<file path="src/common/dlrx_defs.vh">
// Contract
// - status bit 2 reads 1 when the pixel FIFO overflowed, else 0.
// - status bit 1 reads 1 when the symbol-to-display clock FIFO overflowed.
// - eleven-bit software-writable mask, one bit per status bit.
// - mask 0 lets a status bit reach the combined interrupt; 1 blocks it.
// - mask resets to all eleven bits set.
// - second receiver has read-only status at its own offset, reset zero, same layout.
// - alignment bit reads 1 when all enabled lanes are aligned.
// - symbol lock bit reads 1 once symbol lock is achieved.
// - bit lock bit reads 1 once bit lock is achieved.
// - second training fail bit reads 1 when that phase failed.
// - drift bit reads 1 when recovered clock drifted from data.
// - error-rate bit reads 1 when symbol error rate exceeds threshold.
// - symbol lock only after consecutive good second patterns on all lanes.
// - bit lock only after consecutive good first-pattern characters on all lanes.
`ifndef DLRX_DEFS_VH
`define DLRX_DEFS_VH

`define DLRX_ADDR_W 20
`define DLRX_RX_A_IRQ_STATUS 20'hF_0014
`define DLRX_RX_A_IRQ_MASK 20'hF_0018
`define DLRX_RX_B_IRQ_STATUS 20'hF_1014
`define DLRX_RX_B_IRQ_MASK 20'hF_1018

`define DLRX_NBITS 11
`define DLRX_MASK_RESET 11'h7FF
`define DLRX_STATUS_RESET 11'h000
`define DLRX_RSVD_KEEP 11'h7B7

`define DLRX_BIT_SYMQ_OVF 0
`define DLRX_BIT_XCLK_OVF 1
`define DLRX_BIT_PIX_OVF 2
`define DLRX_BIT_ERR_RATE 4
`define DLRX_BIT_DRIFT 5
`define DLRX_BIT_TP2_FAIL 7
`define DLRX_BIT_BIT_LOCK 8
`define DLRX_BIT_SYM_LOCK 9
`define DLRX_BIT_ALIGN 10

// raw input vector per receiver
`define DLRX_IN_W 10
`define DLRX_IN_PIX 0
`define DLRX_IN_XCLK 1
`define DLRX_IN_SYMQ 2
`define DLRX_IN_ALIGN 3
`define DLRX_IN_DRIFT 4
`define DLRX_IN_ERR 5
`define DLRX_IN_TP1OK 6
`define DLRX_IN_TP2OK 7
`define DLRX_IN_TP2FAIL 8
`define DLRX_IN_RETRAIN 9

`define DLRX_BIT_LOCK_CYCLES 8'd16
`define DLRX_SYM_LOCK_PATTERNS 4'd4

`endif

</file>
<file path="src/hw/dlrx_irq_top.v">
`timescale 1ns/1ps
`default_nettype none
`include "dlrx_defs.vh"
module dlrx_irq_top (
  // clock and reset
  input wire ref_clk,
  input wire arst_n,
  // register port
  input wire [`DLRX_ADDR_W-1:0] regAddr,
  input wire regWrEn,
  input wire [31:0] regWrData,
  input wire regRdEn,
  output reg [31:0] regRdData_r,
  output reg regRdValid_r,
  // receiver A datapath events (asynchronous)
  input wire [`DLRX_IN_W-1:0] rxAEvents,
  // receiver B datapath events (asynchronous)
  input wire [`DLRX_IN_W-1:0] rxBEvents,
  // combined interrupts toward the south display status
  output reg rxAIrq_r,
  output reg rxBIrq_r
);
  wire [2*`DLRX_IN_W-1:0] evSync;
  wire [`DLRX_IN_W-1:0] evA;
  wire [`DLRX_IN_W-1:0] evB;

  reg [`DLRX_NBITS-1:0] maskA_r;
  reg [`DLRX_NBITS-1:0] maskB_r;
  reg [`DLRX_NBITS-1:0] statA_r;
  reg [`DLRX_NBITS-1:0] statB_r;
  reg [`DLRX_NBITS-1:0] statA_nxt;
  reg [`DLRX_NBITS-1:0] statB_nxt;

  reg [7:0] bitCntA_r;
  reg [7:0] bitCntB_r;
  reg [3:0] symCntA_r;
  reg [3:0] symCntB_r;
  reg tp2PrevA_r;
  reg tp2PrevB_r;
  reg bitLockA_r;
  reg bitLockB_r;
  reg symLockA_r;
  reg symLockB_r;

  // next values, kept apart from the flops
  reg [7:0] bitCntA_nxt;
  reg [7:0] bitCntB_nxt;
  reg [3:0] symCntA_nxt;
  reg [3:0] symCntB_nxt;
  reg tp2PrevA_nxt;
  reg tp2PrevB_nxt;
  reg bitLockA_nxt;
  reg bitLockB_nxt;
  reg symLockA_nxt;
  reg symLockB_nxt;
  reg [`DLRX_NBITS-1:0] maskA_nxt;
  reg [`DLRX_NBITS-1:0] maskB_nxt;
  reg rxAIrq_nxt;
  reg rxBIrq_nxt;
  reg regRdValid_nxt;
  reg [31:0] regRdData_nxt;

  // register port decode
  wire wrMaskA;
  wire wrMaskB;

  dlrx_sync2 #(.WIDTH(2*`DLRX_IN_W)) uSync (
    .ref_clk(ref_clk),
    .arst_n(arst_n),
    .asyncIn({rxBEvents, rxAEvents}),
    .syncOut(evSync)
  );

  assign evA = evSync[`DLRX_IN_W-1:0];
  assign evB = evSync[2*`DLRX_IN_W-1:`DLRX_IN_W];
  assign wrMaskA = regWrEn && regHit(regAddr, `DLRX_RX_A_IRQ_MASK);
  assign wrMaskB = regWrEn && regHit(regAddr, `DLRX_RX_B_IRQ_MASK);

  // consecutive good-character cycles; any break or retrain starts over
  function [7:0] bitCntStep;
    input [7:0] cnt;
    input [`DLRX_IN_W-1:0] ev;
    begin
      if (ev[`DLRX_IN_RETRAIN] || !ev[`DLRX_IN_TP1OK])
        bitCntStep = 8'h00;
      else if (cnt != `DLRX_BIT_LOCK_CYCLES)
        bitCntStep = cnt + 8'h01;
      else
        bitCntStep = cnt;
    end
  endfunction

  // consecutive completed second patterns; a failure starts over
  function [3:0] symCntStep;
    input [3:0] cnt;
    input [`DLRX_IN_W-1:0] ev;
    input prevOk;
    begin
      if (ev[`DLRX_IN_RETRAIN] || ev[`DLRX_IN_TP2FAIL])
        symCntStep = 4'h0;
      else if (ev[`DLRX_IN_TP2OK] && !prevOk && cnt != `DLRX_SYM_LOCK_PATTERNS)
        symCntStep = cnt + 4'h1;
      else
        symCntStep = cnt;
    end
  endfunction

  // lock holds until the receiver is retrained
  function lockStep;
    input lockNow;
    input reached;
    input [`DLRX_IN_W-1:0] ev;
    begin
      if (ev[`DLRX_IN_RETRAIN])
        lockStep = 1'b0;
      else
        lockStep = lockNow | reached;
    end
  endfunction

  function [`DLRX_NBITS-1:0] buildStatus;
    input [`DLRX_IN_W-1:0] ev;
    input bitLock;
    input symLock;
    reg [`DLRX_NBITS-1:0] s;
    begin
      s = `DLRX_STATUS_RESET;
      s[`DLRX_BIT_PIX_OVF] = ev[`DLRX_IN_PIX];
      s[`DLRX_BIT_XCLK_OVF] = ev[`DLRX_IN_XCLK];
      s[`DLRX_BIT_SYMQ_OVF] = ev[`DLRX_IN_SYMQ];
      s[`DLRX_BIT_ALIGN] = ev[`DLRX_IN_ALIGN];
      s[`DLRX_BIT_SYM_LOCK] = symLock;
      s[`DLRX_BIT_BIT_LOCK] = bitLock;
      s[`DLRX_BIT_TP2_FAIL] = ev[`DLRX_IN_TP2FAIL];
      s[`DLRX_BIT_DRIFT] = ev[`DLRX_IN_DRIFT];
      s[`DLRX_BIT_ERR_RATE] = ev[`DLRX_IN_ERR];
      buildStatus = s & `DLRX_RSVD_KEEP;
    end
  endfunction

  function irqOf;
    input [`DLRX_NBITS-1:0] stat;
    input [`DLRX_NBITS-1:0] mask;
    begin
      irqOf = |(stat & ~mask);
    end
  endfunction

  // one address compare, shared by both mask write decodes
  function regHit;
    input [`DLRX_ADDR_W-1:0] addr;
    input [`DLRX_ADDR_W-1:0] target;
    begin
      regHit = (addr == target);
    end
  endfunction

  // only the eleven mask bits are stored; upper write bits are dropped
  function [`DLRX_NBITS-1:0] maskStep;
    input [`DLRX_NBITS-1:0] maskNow;
    input wrHit;
    input [31:0] wrData;
    begin
      if (wrHit)
        maskStep = wrData[`DLRX_NBITS-1:0];
      else
        maskStep = maskNow;
    end
  endfunction

  // bits 31:11 of a returned word are always zero
  function [31:0] padWord;
    input [`DLRX_NBITS-1:0] val;
    begin
      padWord = {{(32-`DLRX_NBITS){1'b0}}, val};
    end
  endfunction

  // status writes land nowhere, unmapped reads return zero
  function [31:0] readWord;
    input [`DLRX_ADDR_W-1:0] addr;
    input [`DLRX_NBITS-1:0] sA;
    input [`DLRX_NBITS-1:0] mA;
    input [`DLRX_NBITS-1:0] sB;
    input [`DLRX_NBITS-1:0] mB;
    begin
      case (addr)
        `DLRX_RX_A_IRQ_STATUS: readWord = padWord(sA);
        `DLRX_RX_A_IRQ_MASK: readWord = padWord(mA);
        `DLRX_RX_B_IRQ_STATUS: readWord = padWord(sB);
        `DLRX_RX_B_IRQ_MASK: readWord = padWord(mB);
        default: readWord = 32'h0000_0000;
      endcase
    end
  endfunction

  // status follows the synchronised levels and the lock flops
  always @* begin
    statA_nxt = buildStatus(evA, bitLockA_r, symLockA_r);
    statB_nxt = buildStatus(evB, bitLockB_r, symLockB_r);
  end

  // lock qualification, both receivers
  always @* begin
    bitCntA_nxt = bitCntStep(bitCntA_r, evA);
    bitCntB_nxt = bitCntStep(bitCntB_r, evB);
    symCntA_nxt = symCntStep(symCntA_r, evA, tp2PrevA_r);
    symCntB_nxt = symCntStep(symCntB_r, evB, tp2PrevB_r);
    tp2PrevA_nxt = evA[`DLRX_IN_TP2OK];
    tp2PrevB_nxt = evB[`DLRX_IN_TP2OK];
    bitLockA_nxt = lockStep(bitLockA_r, bitCntA_r == `DLRX_BIT_LOCK_CYCLES, evA);
    bitLockB_nxt = lockStep(bitLockB_r, bitCntB_r == `DLRX_BIT_LOCK_CYCLES, evB);
    // symbol lock also needs bit lock first
    symLockA_nxt = lockStep(symLockA_r,
      bitLockA_r && symCntA_r == `DLRX_SYM_LOCK_PATTERNS, evA);
    symLockB_nxt = lockStep(symLockB_r,
      bitLockB_r && symCntB_r == `DLRX_SYM_LOCK_PATTERNS, evB);
  end

  // register port and combined interrupts
  always @* begin
    maskA_nxt = maskStep(maskA_r, wrMaskA, regWrData);
    maskB_nxt = maskStep(maskB_r, wrMaskB, regWrData);
    rxAIrq_nxt = irqOf(statA_r, maskA_r);
    rxBIrq_nxt = irqOf(statB_r, maskB_r);
    regRdValid_nxt = regRdEn;
    regRdData_nxt = 32'h0000_0000;
    if (regRdEn)
      regRdData_nxt = readWord(regAddr, statA_r, maskA_r, statB_r, maskB_r);
  end

  // receiver A lock qualifiers
  always @(posedge ref_clk or negedge arst_n) begin
    if (!arst_n) begin
      bitCntA_r <= 8'h00;
      symCntA_r <= 4'h0;
      tp2PrevA_r <= 1'b0;
      bitLockA_r <= 1'b0;
      symLockA_r <= 1'b0;
    end else begin
      bitCntA_r <= bitCntA_nxt;
      symCntA_r <= symCntA_nxt;
      tp2PrevA_r <= tp2PrevA_nxt;
      bitLockA_r <= bitLockA_nxt;
      symLockA_r <= symLockA_nxt;
    end
  end

  // receiver B lock qualifiers
  always @(posedge ref_clk or negedge arst_n) begin
    if (!arst_n) begin
      bitCntB_r <= 8'h00;
      symCntB_r <= 4'h0;
      tp2PrevB_r <= 1'b0;
      bitLockB_r <= 1'b0;
      symLockB_r <= 1'b0;
    end else begin
      bitCntB_r <= bitCntB_nxt;
      symCntB_r <= symCntB_nxt;
      tp2PrevB_r <= tp2PrevB_nxt;
      bitLockB_r <= bitLockB_nxt;
      symLockB_r <= symLockB_nxt;
    end
  end

  // receiver A status and mask
  always @(posedge ref_clk or negedge arst_n) begin
    if (!arst_n) begin
      statA_r <= `DLRX_STATUS_RESET;
      maskA_r <= `DLRX_MASK_RESET;
    end else begin
      statA_r <= statA_nxt;
      maskA_r <= maskA_nxt;
    end
  end

  // receiver B status and mask
  always @(posedge ref_clk or negedge arst_n) begin
    if (!arst_n) begin
      statB_r <= `DLRX_STATUS_RESET;
      maskB_r <= `DLRX_MASK_RESET;
    end else begin
      statB_r <= statB_nxt;
      maskB_r <= maskB_nxt;
    end
  end

  // combined interrupts, one cycle behind status and mask
  always @(posedge ref_clk or negedge arst_n) begin
    if (!arst_n) begin
      rxAIrq_r <= 1'b0;
      rxBIrq_r <= 1'b0;
    end else begin
      rxAIrq_r <= rxAIrq_nxt;
      rxBIrq_r <= rxBIrq_nxt;
    end
  end

  // read answer stands for one cycle only
  always @(posedge ref_clk or negedge arst_n) begin
    if (!arst_n) begin
      regRdData_r <= 32'h0000_0000;
      regRdValid_r <= 1'b0;
    end else begin
      regRdData_r <= regRdData_nxt;
      regRdValid_r <= regRdValid_nxt;
    end
  end
endmodule // dlrx_irq_top
`default_nettype wire

</file>
<file path="src/hw/dlrx_sync2.v">
`timescale 1ns/1ps
`default_nettype none
module dlrx_sync2 #(
  parameter WIDTH = 20
) (
  // clock and reset
  input wire ref_clk,
  input wire arst_n,
  // data
  input wire [WIDTH-1:0] asyncIn,
  output wire [WIDTH-1:0] syncOut
);
  reg [WIDTH-1:0] meta_r;
  reg [WIDTH-1:0] sync_r;

  // first stage is read by the second stage only
  always @(posedge ref_clk or negedge arst_n) begin
    if (!arst_n) begin
      meta_r <= {WIDTH{1'b0}};
      sync_r <= {WIDTH{1'b0}};
    end else begin
      meta_r <= asyncIn;
      sync_r <= meta_r;
    end
  end

  assign syncOut = sync_r;
endmodule // dlrx_sync2
`default_nettype wire

</file>
<file path="config.mk">
export PLATFORM = sky130hd
export DESIGN_NAME = dlrx_irq_top
export DESIGN_NICKNAME = d
export VERILOG_FILES = /design/src/hw/dlrx_irq_top.v /design/src/hw/dlrx_sync2.v
export VERILOG_INCLUDE_DIRS = /design/src /design/src/common
export SDC_FILE = /design/constraint.sdc
export NUM_CORES = 1
export LEC_CHECK = 0
export BUFFER_PORTS_ARGS = -buffer_cell sky130_fd_sc_hd__buf_2
export CORE_MARGIN = 2
export CORE_UTILIZATION = 40
export DETAILED_ROUTE_END_ITERATION = 8
export GPL_TIMING_DRIVEN = 0
export HOLD_SLACK_MARGIN = 0.06
export SYNTH_ARGS = -nofsm -noshare
export SYNTH_HDL_FRONTEND = slang
export SYNTH_HIERARCHICAL = 1
export SYNTH_SLANG_ARGS = --single-unit
</file>
<file path="constraint.sdc">
create_clock -name ref_clk -period 2.3 [get_ports ref_clk]
set_input_delay 0.115 -clock ref_clk [delete_from_list [all_inputs] [get_ports ref_clk]]
set_output_delay 0.115 -clock ref_clk [all_outputs]
set_load 0.005 [all_outputs]
</file>
After elaboration in Yosys (flattened, before gate mapping)
Index checks and enable logic that the tools add are counted.
- bits in writable memories: 0
- input port bits: 76
- bits in read-only memories: 0
- memories kept: 0
- output and inout port bits: 35
- flip-flop bits (word level): 145
- bits in latches: 0
- logic and storage cells: 80
- magnitude comparators: 0
- $add $sub $neg: 4
- equality and inequality tests: 12
- multipliers: 0
- shifts and indexed selects: 0
- multiplexer cells: 14
- reductions and logical operators: 22
- bitwise operators: 8
- div/mod/pow operators: 0
- operator list (cell ; number):
    $eq A20 B20 Y1 const B ; 4
    $pmux W11 S4 ; 1
    $mux W8 ; 4
    $and A11 B11 Y11 ; 2
    $not A11 Y11 ; 2
    $reduce_or A11 Y1 ; 2
    $add A8 B1 Y8 const B ; 2
    $eq A8 B5 Y1 const B ; 2
    $mux W4 ; 4
    $ne A8 B5 Y1 const B ; 2
    $mux W11 ; 1
    $add A4 B1 Y4 const B ; 2
    $eq A4 B3 Y1 const B ; 2
    $logic_and A1 B1 Y1 ; 8
    $ne A4 B3 Y1 const B ; 2
    $reduce_bool A2 Y1 ; 4
    $logic_not A1 Y1 ; 4
    $logic_or A1 B1 Y1 ; 4
    $mux W1 ; 4
    $or A1 B1 Y1 ; 4

Longest topological paths before layout
Gate-level depths: netlist of run 1.
- depth after elaboration: 5
- mapped depth: 6
- depth with buffers taken out: 6

By module
The synthesis of run 1 kept the hierarchy.
- modules (own cells, without submodules) (module ; sequential area each (µm²) ; cells an instance ; instances ; area an instance (µm²)):
    dlrx_irq_top ; 2129.5 ; 318 ; 1 ; 3867.5
    dlrx_sync2 ; 1001.0 ; 40 ; 1 ; 1001.0

Worst setup path after synthesis of run 1
No wires, ideal clock.
- path kind: input to register
- start point: input port regAddr[8]
- end point: register maskB_r[0], in the netlist irqOf.mask[0]
- slack: 0.625 ns
- required time: 2.218 ns
- buffers on the path: 1
- stages on the path: 5
- data arrival time: 1.593 ns
- setup time: 0.082 ns
- cells stage by stage: or4_4 -> nor4_4 -> and4_4 -> buf_12 -> mux2_4
- cells in the longest elaborated chain, start to end: 2
- ends and longest elaborated chain (element ; line ; source):
    start: declaration ; dlrx_irq_top.v:9 ; input wire [`DLRX_ADDR_W-1:0] regAddr,
    $eq A20 B20 Y1 ; - ;
    $logic_and A1 B1 Y1 ; dlrx_irq_top.v:77 ; assign wrMaskB = regWrEn && regHit(regAddr, `DLRX_RX_B_IRQ_MASK);
    end signal: assignment ; dlrx_irq_top.v:281 ; maskB_r <= `DLRX_MASK_RESET;
    end signal: assignment ; dlrx_irq_top.v:284 ; maskB_r <= maskB_nxt;
    end: declaration ; dlrx_irq_top.v:28 ; reg [`DLRX_NBITS-1:0] maskB_r;
Every way passes these cells.
A chain may end at the register's enable or synchronous reset.

Worst setup path after layout of run 1
- start point: register symCntB_r[0]
- end point: register symCntB_r[3]
- cells in the longest elaborated chain, start to end: 3
- elaborated cells on any way between the ends: 6
- classes of those cells: add/sub: 1; eq/ne: 1; mux: 2; reduce/logical: 2
- ends and longest elaborated chain (element ; line ; source):
    start: declaration ; dlrx_irq_top.v:37 ; reg [3:0] symCntB_r;
    start signal: assignment ; dlrx_irq_top.v:259 ; symCntB_r <= symCntB_nxt;
    $add A4 B1 Y4 or $ne A4 B3 Y1 (tied branches) ; - ;
    $mux W4 or $logic_and A1 B1 Y1 (tied branches) ; - ;
    $mux W4 or $reduce_bool A2 Y1 (tied branches) ; - ;
Several ways; a longest one is shown, not always the timed one. The select of a mux whose other input is x is not followed.

==> results of run 1 <==
-- critical path: cells and delay by family, from the launching register on --
kind,cells,cell delay (ps)
AOI/OAI and AO/OA,1,240
adders and majority gates,1,190
buffers and inverters,1,80
DFF,1,360
and+or+nand+nor,3,700
-- logic make-up after synthesis --
logic type	Yosys count	synth area share, %
AO/OA/AOI/OAI	48	7.35
XOR/XNOR	17	3.06
adder cells (fa/ha/maj)	8	2.06
buffers and inverters	61	7.02
flip-flops	124	64.3
multiplexers	25	7.25
other	1	0.0770
AND/OR/NAND/NOR	74	8.89
-- where the power goes --
group	internal, W	switching, W
logic	0.000128	0.000124
clock network	0.00175	0.000873
registers	0.00224	0.0000306
-- flip-flops by register name, indices dropped and copies added, names as in the netlist, 4 cells and up --
| name | flops |
|---|---|
| bitCntB_r | 8 |
| bitCntA_r | 8 |
| irqOf.mask | 11 |
| maskA_r | 11 |
| symCntA_r | 4 |
| uSync/meta_r | 20 |
| regRdData_r | 11 |
| statA_r | 9 |
| uSync/syncOut | 20 |
| symCntB_r | 4 |
| irqOf.stat | 9 |
-- how the worst max path moves through the flow --
stage                 start             end  cells past startpoint
3_3_place_gp         arst_n    symCntA_r[2]                      1
2_1_floorplan    regAddr[8]   irqOf.mask[0]                      5
4_1_cts        symCntB_r[0]    symCntB_r[3]                      6
3_5_place_dp     regAddr[8]  regRdData_r[4]                      6
5_1_grt        symCntB_r[0]    symCntB_r[3]                      6
6_report       symCntB_r[0]    symCntB_r[3]                      6
-- layout make-up --
class	instances	area, um^2
plain buffers	32	233
clock buffers	24	472
clock inverters	8	118
fillers	1011	5540
inverters	29	109
multi-input cells	193	1470
flip-flops and latches	124	3130
well taps	147	184
repair buffers	102	704
-- what timing repair did --
action / 4_1_cts / 5_1_grt
buffers inserted: 0 / 0
hold endpoints to repair: 96 / 0
hold buffers: 33 / 0
gates resized for setup: 0 / 0
-- layer usage --
| metal | GRT usage, % | up-vias | routed length [um] |
|---|---|---|---|
| met5 | 0 | - | 0 |
| met4 | 6.59 | 0 | 123 |
| met3 | 4.71 | 9 | 388 |
| met2 | 23.5 | 84 | 4240 |
| met1 | 19.7 | 1444 | 4400 |
| li1 | - | 1482 | - |
-- through the flow --
stage	TNS, ps	setup slack [ps]	hold WS [ps]	power [W]	utilization, %
floorplan	0	625	-181	0.00239	-
global placement	-34390	-346	223	0.00251	45.7
detailed placement	0	379	62.3	0.00252	46.0
CTS	0	625	63.3	0.00520	53.7
global route	0	463	78.5	0.00536	53.7
finish	0	633	77.3	0.00515	53.7
-- cell usage in the layout, fill, tap and decap left out, drive strengths merged, types with 3 or more instances in the layout --
cell / instances
conb: 21
nor3: 6
a21oi: 6
a211oi: 11
bufinv: 3
and3: 4
ha: 8
nand3: 15
mux2: 22
inv: 29
nor2b: 3
nand2b: 4
dlygate4sd3: 33
mux2i: 3
dfstp: 22
nor2: 19
buf: 94
nand3b: 5
xnor2: 6
a221oi: 11
or3: 3
dfrtp: 102
clkinv: 4
clkbuf: 31
xor2: 11
a22oi: 13
==> metrics.md, run 1 <==
| Metric | Value |
|---|---|
| Status | `finished, final reports clean` |
| VDD IR-drop max | `roughly 0.44 mV` |
| Asr flop ratio synth | `100%` |
| Post-synthesis sequential area ratio | `approximately 64%` |
| Die ar. | `~0.013 mm^2` |
| Worst Skew | `5.13 ps` |
| Fin area | `0.00642 mm^2` |
| Post-synth top flop | `dfrtp_1` |
| Vias in the first global route | `roughly 3,100` |
| Crit Path Class | `flip-flop to flip-flop` |
| Final period utilization | `72.5%` |
| Iter 0 DRT Violations | `approximately 260` |
| Synthesis-to-layout area growth | `31.9%` |
| Flop2flop setup slack | `630 ps` |
| Worst-path clk slew | `about 50 ps` |
| Die Ht | `114 um` |
| Remaining DRCs | `0` |
| MaxCap Viol Count | `0` |
| Mapped Cells | `358` |
| Max frequency | `600 MHz` |
| Worst skew pair latency | `around 400 ps` |
| Headroom to the max-slew limit | `~62%` |
| HP Class | `primary input to flip-flop` |
| Leading post-synthesis cells by cell area | `dfrtp_1 (52%), dfstp_2 (12%), mux2_4 (6.2%), buf_4 (3.2%), inv_1 (2.2%)` |
| Critical path fanouts, max | `4` |
| Initial Util | `just over 40%` |
| Hold path depth | `4` |
| PortBufs | `slightly below 70` |
| Most frequent CP cell | `nand3b_1` |
| Startpoint Class | `flip-flop` |
| DRT antenna net count | `0` |
| Hold Crit Endpoint | `regRdData_r[9]` |
| RSZ-0062 raised after global routing | `no` |
| Synth cell count leaders | `dfrtp_1 (102), inv_1 (29), dfstp_2 (22)` |
| Ports | `between 100 and 150` |
| Total GRT Usage | `about 15%` |
| WP data required | `around 2600 ps` |
| Dpl cell area | `around 0.0055 mm^2` |
| Clock period minus worst slack | `1670 ps` |
| Final net count | `a little under 600` |
| FF-to-FF path depth | `6` |
| Yosys top cell area share | `between 50% and 60%` |
| Initial antenna violation count | `0` |
| Root buffer cell | `clkbuf_16` |
| GP Congestion | `approximately 0.82` |
| H-tree depth | `4` |
| Die W | `114 um` |
| Layout cells sized above 1 | `between 30% and 40%` |
| Ys Warns | `6` |
| Pins Over Slew Limit | `0` |
| Diode count | `0` |
| CP Cell Sequence | `inv_1, ha_1, nand3b_1, nand3b_1, or3_1, a211oi_1` |
| Post-synth EDFFs | `0` |
| Pleak | `between 2 and 3 nW` |
| Max incr delay on CP | `390 ps` |
| Cell variety after synth | `41` |
| Highest-delay cell along the critical path | `or3_1` |
| Flops & latches, synth | `124` |
| WP data arrival | `just under 2000 ps` |
| R2r endpoint | `symCntB_r[3]` |
| Mean Syn Cell Area | `about 14 um^2` |
| Worst Tran Pin Value | `approximately 570 ps` |
| Clock net sink count | `124` |
| Final setup violation count | `0` |
| Fin. Hold Viols | `0` |
| Crit. End Element | `flip-flop` |
| Total core area | `approximately 0.012 mm^2` |
| Num CTS Buffers | `17` |
| Via count | `3,019` |
| Final cell count without fillers | `around 660` |
| Drt first pass iters | `4` |
| Post-DR wirelength/cell | `between 10 and 15 um` |
| Yosys top cell by area | `dfrtp_1` |
| Global-route wire length before repair | `14.9 mm` |
| Row cnt | `40` |
| Min-delay src | `regAddr[1]` |
| Hpwl dp | `just over 6 mm` |
| WL final | `around 9.1 mm` |
| Cells after DPL | `a little under 600` |
| Top-count cell post-synth | `dfrtp_1` |
| CTS Buffer Depth | `2` |
| Worst R2R Start | `symCntB_r[0]` |
| Synth Cell Area | `0.00487 mm^2` |
| CTS tree | `done` |
| Pin count of the biggest net entering global routing | `just over 80` |
| Power per cell area | `approximately 800 mW/mm^2` |
| DR vias/cell | `approximately 4.6` |
| GR Overflow Total | `0` |
(Power assumes the default switching activity.)
==> run 2: changes to the inputs <==
==> constraint.sdc (replaced) <==
create_clock -name ref_clk -period 1.6 [get_ports ref_clk]
set_input_delay 0.08 -clock ref_clk [delete_from_list [all_inputs] [get_ports ref_clk]]
set_output_delay 0.08 -clock ref_clk [all_outputs]
set_load 0.005 [all_outputs]
==> metrics.md, run 2 (synthesis gave the netlist of run 1 again) <==
| Metric | Value |
|---|---|
| Drt first pass iters | `4` |
| Final net count | `between 500 and 600` |
| Worst Tran Pin Value | `approximately 580 ps` |
| Max frequency | `654 MHz` |
| GR Overflow Total | `0` |
| Crit Path Class | `primary input to flip-flop` |
| Most frequent CP cell | `buf_2` |
| Die Ht | `about 110 um` |
| Layout fillers | `a little under 1,000` |
| Power per cell area | `about 1100 mW/mm^2` |
| Root buffer cell | `clkbuf_16` |
| Worst skew pair latency | `between 400 and 500 ps` |
| Crit. End Element | `flip-flop` |
| Ports | `around 110` |
| Flop2flop setup slack | `80 ps` |
| Worst-path clk slew | `~50 ps` |
| Layout cells sized above 1 | `35.1%` |
| Placement Setup Slack | `-276 ps` |
| Highest-delay cell along the critical path | `dlygate4sd3_1` |
| Worst Skew | `5.09 ps` |
| Crit path max-delay family | `buffers and inverters` |
| Pin count of the biggest net entering global routing | `approximately 100` |
| Commonest non-fill, non-tap cell in the layout | `dfrtp_1` |
| DR vias/cell | `between 4 and 5` |
| PortBufs | `68` |
| DRT antenna net count | `0` |
| Buf/Inv on CP | `3` |
| FF-to-FF path depth | `6` |
| Initial Util | `40.7%` |
| Finished Core Util | `between 50% and 60%` |
| Remaining DRCs | `0` |
| Headroom to the max-slew limit | `about three fifths` |
| Critical path fanouts, max | `10` |
| CP Cell Sequence | `dlygate4sd3_1, buf_2, nor4_4, o2111ai_1, buf_2, a211oi_1` |
| Total GRT Usage | `15.6%` |
| Row cnt | `40` |
| CTS tree | `done` |
| Initial antenna violation count | `0` |
| Pins Over Slew Limit | `0` |
| Iter 0 DRT Violations | `around 230` |
| Final setup violation count | `0` |
| Die W | `114 um` |
| Via count | `roughly 3,200` |
| Total core area | `~0.012 mm^2` |
| Pleak | `between 2 and 3 nW` |
| WP data arrival | `between 1500 and 2000 ps` |
| WP data required | `about 1900 ps` |
| Hold path depth | `4` |
| GP Congestion | `a little over 0.8` |
| Num CTS Buffers | `17` |
| Status | `finished, final reports clean` |
| Stages on worst setup path | `6` |
| Startpoint Class | `primary input` |
| WL final | `around 9.5 mm` |
| Most frequent cells in the layout | `dfrtp_1 (102), buf_2 (68), dlygate4sd3_1 (36)` |
| Fin. Hold Viols | `0` |
| Multi-input gate area | `around 0.0015 mm^2` |
| Synthesis-to-layout area growth | `34.2%` |
| Final period utilization | `approximately 96%` |
| Post-DR wirelength/cell | `14.2 um` |
| MaxCap Viol Count | `0` |
| Diode count | `0` |
| Vias in the first global route | `3,117` |
| Max incr delay on CP | `530 ps` |
| VDD IR-drop max | `between 0.7 and 0.8 mV` |
| Die ar. | `roughly 0.013 mm^2` |
| HP Class | `primary input to flip-flop` |
| Clock net sink count | `~120` |
| Seq. cell area | `~0.0031 mm^2` |
| Hpwl dp | `about 6.1 mm` |
| CTS Buffer Depth | `2` |
| Global-route wire length before repair | `roughly 15 mm` |
| Power, Total | `0.00737 W` |
| H-tree depth | `4` |
| Worst setup margin | `~72 ps` |
| Clock period minus worst slack | `roughly 1500 ps` |
## run 2: cell count changes in the layout (fill, tap and decap cells not counted), sizes merged
cell         before  now
bufinv            3    2
buf              94  102
dlygate4sd3      33   36
## run 2: area by class of cell
class / count / area share, %
timing repair buffer: 113 / 12.2
clock buffer: 24 / 7.53
sequential: 124 / 47.9
tap: 147 / 2.82
buffer: 32 / 3.56
clock inverter: 7 / 1.34
multi-input combinational: 193 / 23.0
inverter: 29 / 1.67
## run 2: final timing paths
check                                 start                 to
max in group asynchronous            arst_n         maskA_r[2]
hold reg to reg            uSync/meta_r[10]  uSync/syncOut[10]
hold / removal                   regAddr[1]     regRdData_r[9]
min in group asynchronous            arst_n  uSync/syncOut[19]
setup reg to reg               symCntA_r[0]       symCntA_r[3]
setup / recovery                regAddr[15]     regRdData_r[4]
## run 2: repair_timing
action                     in CTS  in global routing
hold buffers                   34                  2
cloned                          0                  0
hold endpoints to repair      151                  1
pin swaps                       2                  5
setup buffers                   2                  6
setup endpoints to repair       3                  5
gates resized for setup         2                  4
## run 2: routing by layer
layer	wire length (um)	track usage, %
met3	491	5.72
met4	217	6.75
met5	0	0
met2	4400	23.2
met1	4400	20.6
## run 2: power by group
| group | internal [W] | switching (W) |
|---|---|---|
| logic | 0.000196 | 0.000181 |
| clock network | 0.00243 | 0.00128 |
| registers | 0.00322 | 0.0000477 |
| total | 0.00585 | 0.00151 |
## run 2: stage by stage
stage / area [um^2] / cells / hold WS, ps / setup TNS (ps)
2_1_floorplan: 4940 / 378 / -216 / -678
3_3_place_gp: 5470 / 593 / 188 / -115480
3_5_place_dp: 5500 / 594 / -54.5 / -7270
4_1_cts: 6450 / 661 / 15.1 / 0
5_1_grt: 6530 / 669 / 38.4 / -6.95
6_report: 6530 / 669 / 30.7 / 0
## run 2: tightest hold or removal path, delay by kind of cell
| kind | cells | cell delay (ps) |
|---|---|---|
| and+or+nand+nor | 1 | 70 |
| AOI/OAI and AO/OA | 2 | 170 |
| buffers and inverters | 1 | 80 |
==> run 3: changes to the inputs <==
--- a/config.mk
+++ b/config.mk
@@ -14,5 +14,4 @@
 export HOLD_SLACK_MARGIN = 0.06
 export SYNTH_ARGS = -nofsm -noshare
 export SYNTH_HDL_FRONTEND = slang
-export SYNTH_HIERARCHICAL = 1
 export SYNTH_SLANG_ARGS = --single-unit
==> metrics.md, run 3 <==
| Metric | Value |
|---|---|
| Critical path fanouts, max | `3` |
| Final net count | `~590` |
| Min-delay src | `regAddr[12]` |
| MaxCap Viol Count | `0` |
| Buf/Inv on CP | `1` |
| Die ar. | `roughly 0.013 mm^2` |
| Synth Area in Compound Gates | `~7%` |
| Synth cell count leaders | `dfrtp_1 (102), inv_1 (30), dfstp_2 (22)` |
| PortBufs | `a little under 70` |
| Ys Warns | `0` |
| RSZ-0062 raised after global routing | `yes` |
| Status | `finished, final reports clean` |
| Asr flop ratio synth | `100%` |
| Worst-path clk slew | `roughly 50 ps` |
| Layout fillers | `981` |
| Yosys top cell area share | `between 50% and 60%` |
| CP Cell Sequence | `inv_1, ha_1, nand3b_1, nand3b_1, or3_1, a211oi_1` |
| Final setup violation count | `0` |
| Global-route wire length before repair | `15.1 mm` |
| Ports | `around 110` |
| Fin. Hold Viols | `0` |
| Max frequency | `647 MHz` |
| Crit. End Element | `flip-flop` |
| Post-DR wirelength/cell | `13.8 um` |
| Layout cells sized above 1 | `a little over a third` |
| Commonest non-fill, non-tap cell in the layout | `dfrtp_1` |
| DRT antenna net count | `0` |
| Total core area | `0.0120 mm^2` |
| Crit path max-delay family | `simple AND/OR/NAND/NOR gates` |
| Multiplexer share of the synthesized area | `around 8%` |
| H-tree depth | `4` |
| Power, Total | `roughly 0.008 W` |
| Largest family of logic cells by synthesized area | `simple AND/OR/NAND/NOR gates` |
| Hold path depth | `4` |
| Diode count | `0` |
| Worst skew pair latency | `~410 ps` |
| Headroom to the max-slew limit | `between 60% and 70%` |
| Num CTS Buffers | `17` |
| Pleak | `between 3 and 4 nW` |
| HP Class | `primary input to flip-flop` |
| Seq. cell area | `approximately 0.0031 mm^2` |
| Via count | `~3,100` |
| Hold Crit Endpoint | `maskA_r[0]` |
| CTS Buffer Depth | `2` |
| Clock period minus worst slack | `1550 ps` |
| VDD IR-drop max | `between 0.8 and 0.9 mV` |
| Startpoint Class | `flip-flop` |
| Hpwl dp | `5.82 mm` |
| Mapped Cells | `358` |
| Synth Area in Adders | `2.05%` |
| Root buffer cell | `clkbuf_16` |
| Power per cell area | `roughly 1200 mW/mm^2` |
| Top-count cell post-synth | `dfrtp_1` |
| Cell variety after synth | `40` |
| GR Overflow Total | `0` |
| Synthesis-to-layout area growth | `34.8%` |
| DR vias/cell | `roughly 4.7` |
| WP data required | `~1900 ps` |
| Initial antenna violation count | `0` |
| Initial Util | `40.8%` |
| R2r endpoint | `symCntB_r[3]` |
| Worst Tran Pin Value | `about 550 ps` |
| Crit Path Class | `flip-flop to flip-flop` |
| Synth Area in XOR/XNOR | `around 2.9%` |
| Flop2flop setup slack | `50 ps` |
| Flops & latches, synth | `between 100 and 150` |
| Post-synthesis sequential area ratio | `between 60 and 70%` |
| Leading post-synthesis cells by cell area | `dfrtp_1 (52%), dfstp_2 (12%), mux2_4 (6.1%), buf_4 (3.2%), inv_1 (2.3%)` |
| Max incr delay on CP | `370 ps` |
| Worst Skew | `~6.0 ps` |
| Pins Over Slew Limit | `0` |
| FF-to-FF path depth | `6` |
| Iter 0 DRT Violations | `about 240` |
| Die Ht | `roughly 110 um` |
| Total GRT Usage | `15.2%` |
| Fin Hold WS | `around 140 ps` |
| Row cnt | `40` |
| Post-synth top flop | `dfrtp_1` |
| Drt first pass iters | `4` |
| Remaining DRCs | `0` |
| Highest-delay cell along the critical path | `dfrtp_1` |
| Synth Cell Area | `0.00488 mm^2` |
| Clock net sink count | `approximately 120` |
| Most frequent cells in the layout | `dfrtp_1 (102), buf_2 (67), dlygate4sd3_1 (33)` |
| Pin count of the biggest net entering global routing | `73` |
| WL final | `about 9.2 mm` |
| WP data arrival | `1860 ps` |
| Simple-gate area share of the yosys netlist | `9.32%` |
| Most frequent CP cell | `nand3b_1` |
| CTS tree | `done` |
| Final period utilization | `a little over nine tenths` |
| Multi-input gate area | `0.00154 mm^2` |
| Yosys top cell by area | `dfrtp_1` |
| GP Congestion | `0.750` |
| Post-synth EDFFs | `0` |
| Mean Syn Cell Area | `13.6 um^2` |
| Worst R2R Start | `symCntB_r[0]` |
| Die W | `approximately 110 um` |
| Vias in the first global route | `3,165` |
run 3: layout make-up:
| type | count | area share [%] |
|---|---|---|
| Tap cell | 147 | 2.79 |
| Multi-Input combinational cell | 193 | 23.4 |
| Sequential cell | 124 | 47.5 |
| Clock inverter | 11 | 2.89 |
| Buffer | 31 | 3.19 |
| Clock buffer | 21 | 7.14 |
| Inverter | 30 | 1.71 |
| Timing Repair Buffer | 108 | 11.4 |
run 3: repair_timing:
| item | CTS | global route |
|---|---|---|
| setup endpoints to repair | 2 | 6 |
| hold buffers | 33 | 0 |
| pin swaps | 2 | 4 |
| resized for setup | 0 | 7 |
| endpoints found under the hold margin | 97 | 0 |
| buffers inserted | 2 | 4 |
| cloned | 0 | 0 |
run 3: cells by family after synthesis:
| kind of cell | after synthesis |
|---|---|
| adders and majority gates | 8 |
| buffers and inverters | 61 |
| and+or+nand+nor | 74 |
| DFF | 124 |
| xor gates and xnor gates | 16 |
| muxes | 28 |
| other | 1 |
| AOI/OAI and AO/OA | 46 |
run 3: worst max path at each step:
stage	cells after the start	startpoint	slack, ps	endpoint
after global placement	1	arst_n	-1020	uSync.syncOut[9]
after global routing	6	symCntB_r[0]	-70	symCntB_r[3]
after floorplan	6	symCntB_r[0]	90	symCntB_r[3]
after detailed placement	6	regAddr[3]	-130	regRdData_r[9]
after CTS	6	symCntB_r[0]	40	symCntB_r[3]
final	6	symCntB_r[0]	50	symCntB_r[3]
run 3: layer usage:
layer / vias to the layer above / global-route usage (%) / wire length [um]
li1: 1494 / - / -
met1: 1520 / 19.3 / 4210
met2: 92 / 24.3 / 4340
met3: 10 / 3.92 / 465
met4: 0 / 7.24 / 136
met5: - / 0 / 0
run 3: stage by stage:
stage / cells / utilization, % / setup TNS [ps] / cell area (um^2) / setup WS, ps
2_1_floorplan: 378 / - / 0 / 4960 / 91.6
3_3_place_gp: 593 / 45.8 / -111490 / 5480 / -1020
3_5_place_dp: 594 / 46.1 / -983 / 5520 / -129
4_1_cts: 661 / 54.5 / 0 / 6520 / 44.1
5_1_grt: 665 / 55.1 / -147 / 6590 / -73.0
6_report: 665 / 55.1 / 0 / 6590 / 54.8
run 3: worst register-to-register path: stages, from the launching register on:
cell and delay, ps:
dfrtp_1 370, inv_1 80, ha_1 200, nand3b_1 130, nand3b_1 120, or3_1 350
a211oi_1 220
run 3: power by group:
group,internal [W],total [W],switching [W]
sequential,0.00322,0.00327,0.0000457
clock,0.00288,0.00421,0.00133
combinational,0.000190,0.000372,0.000182
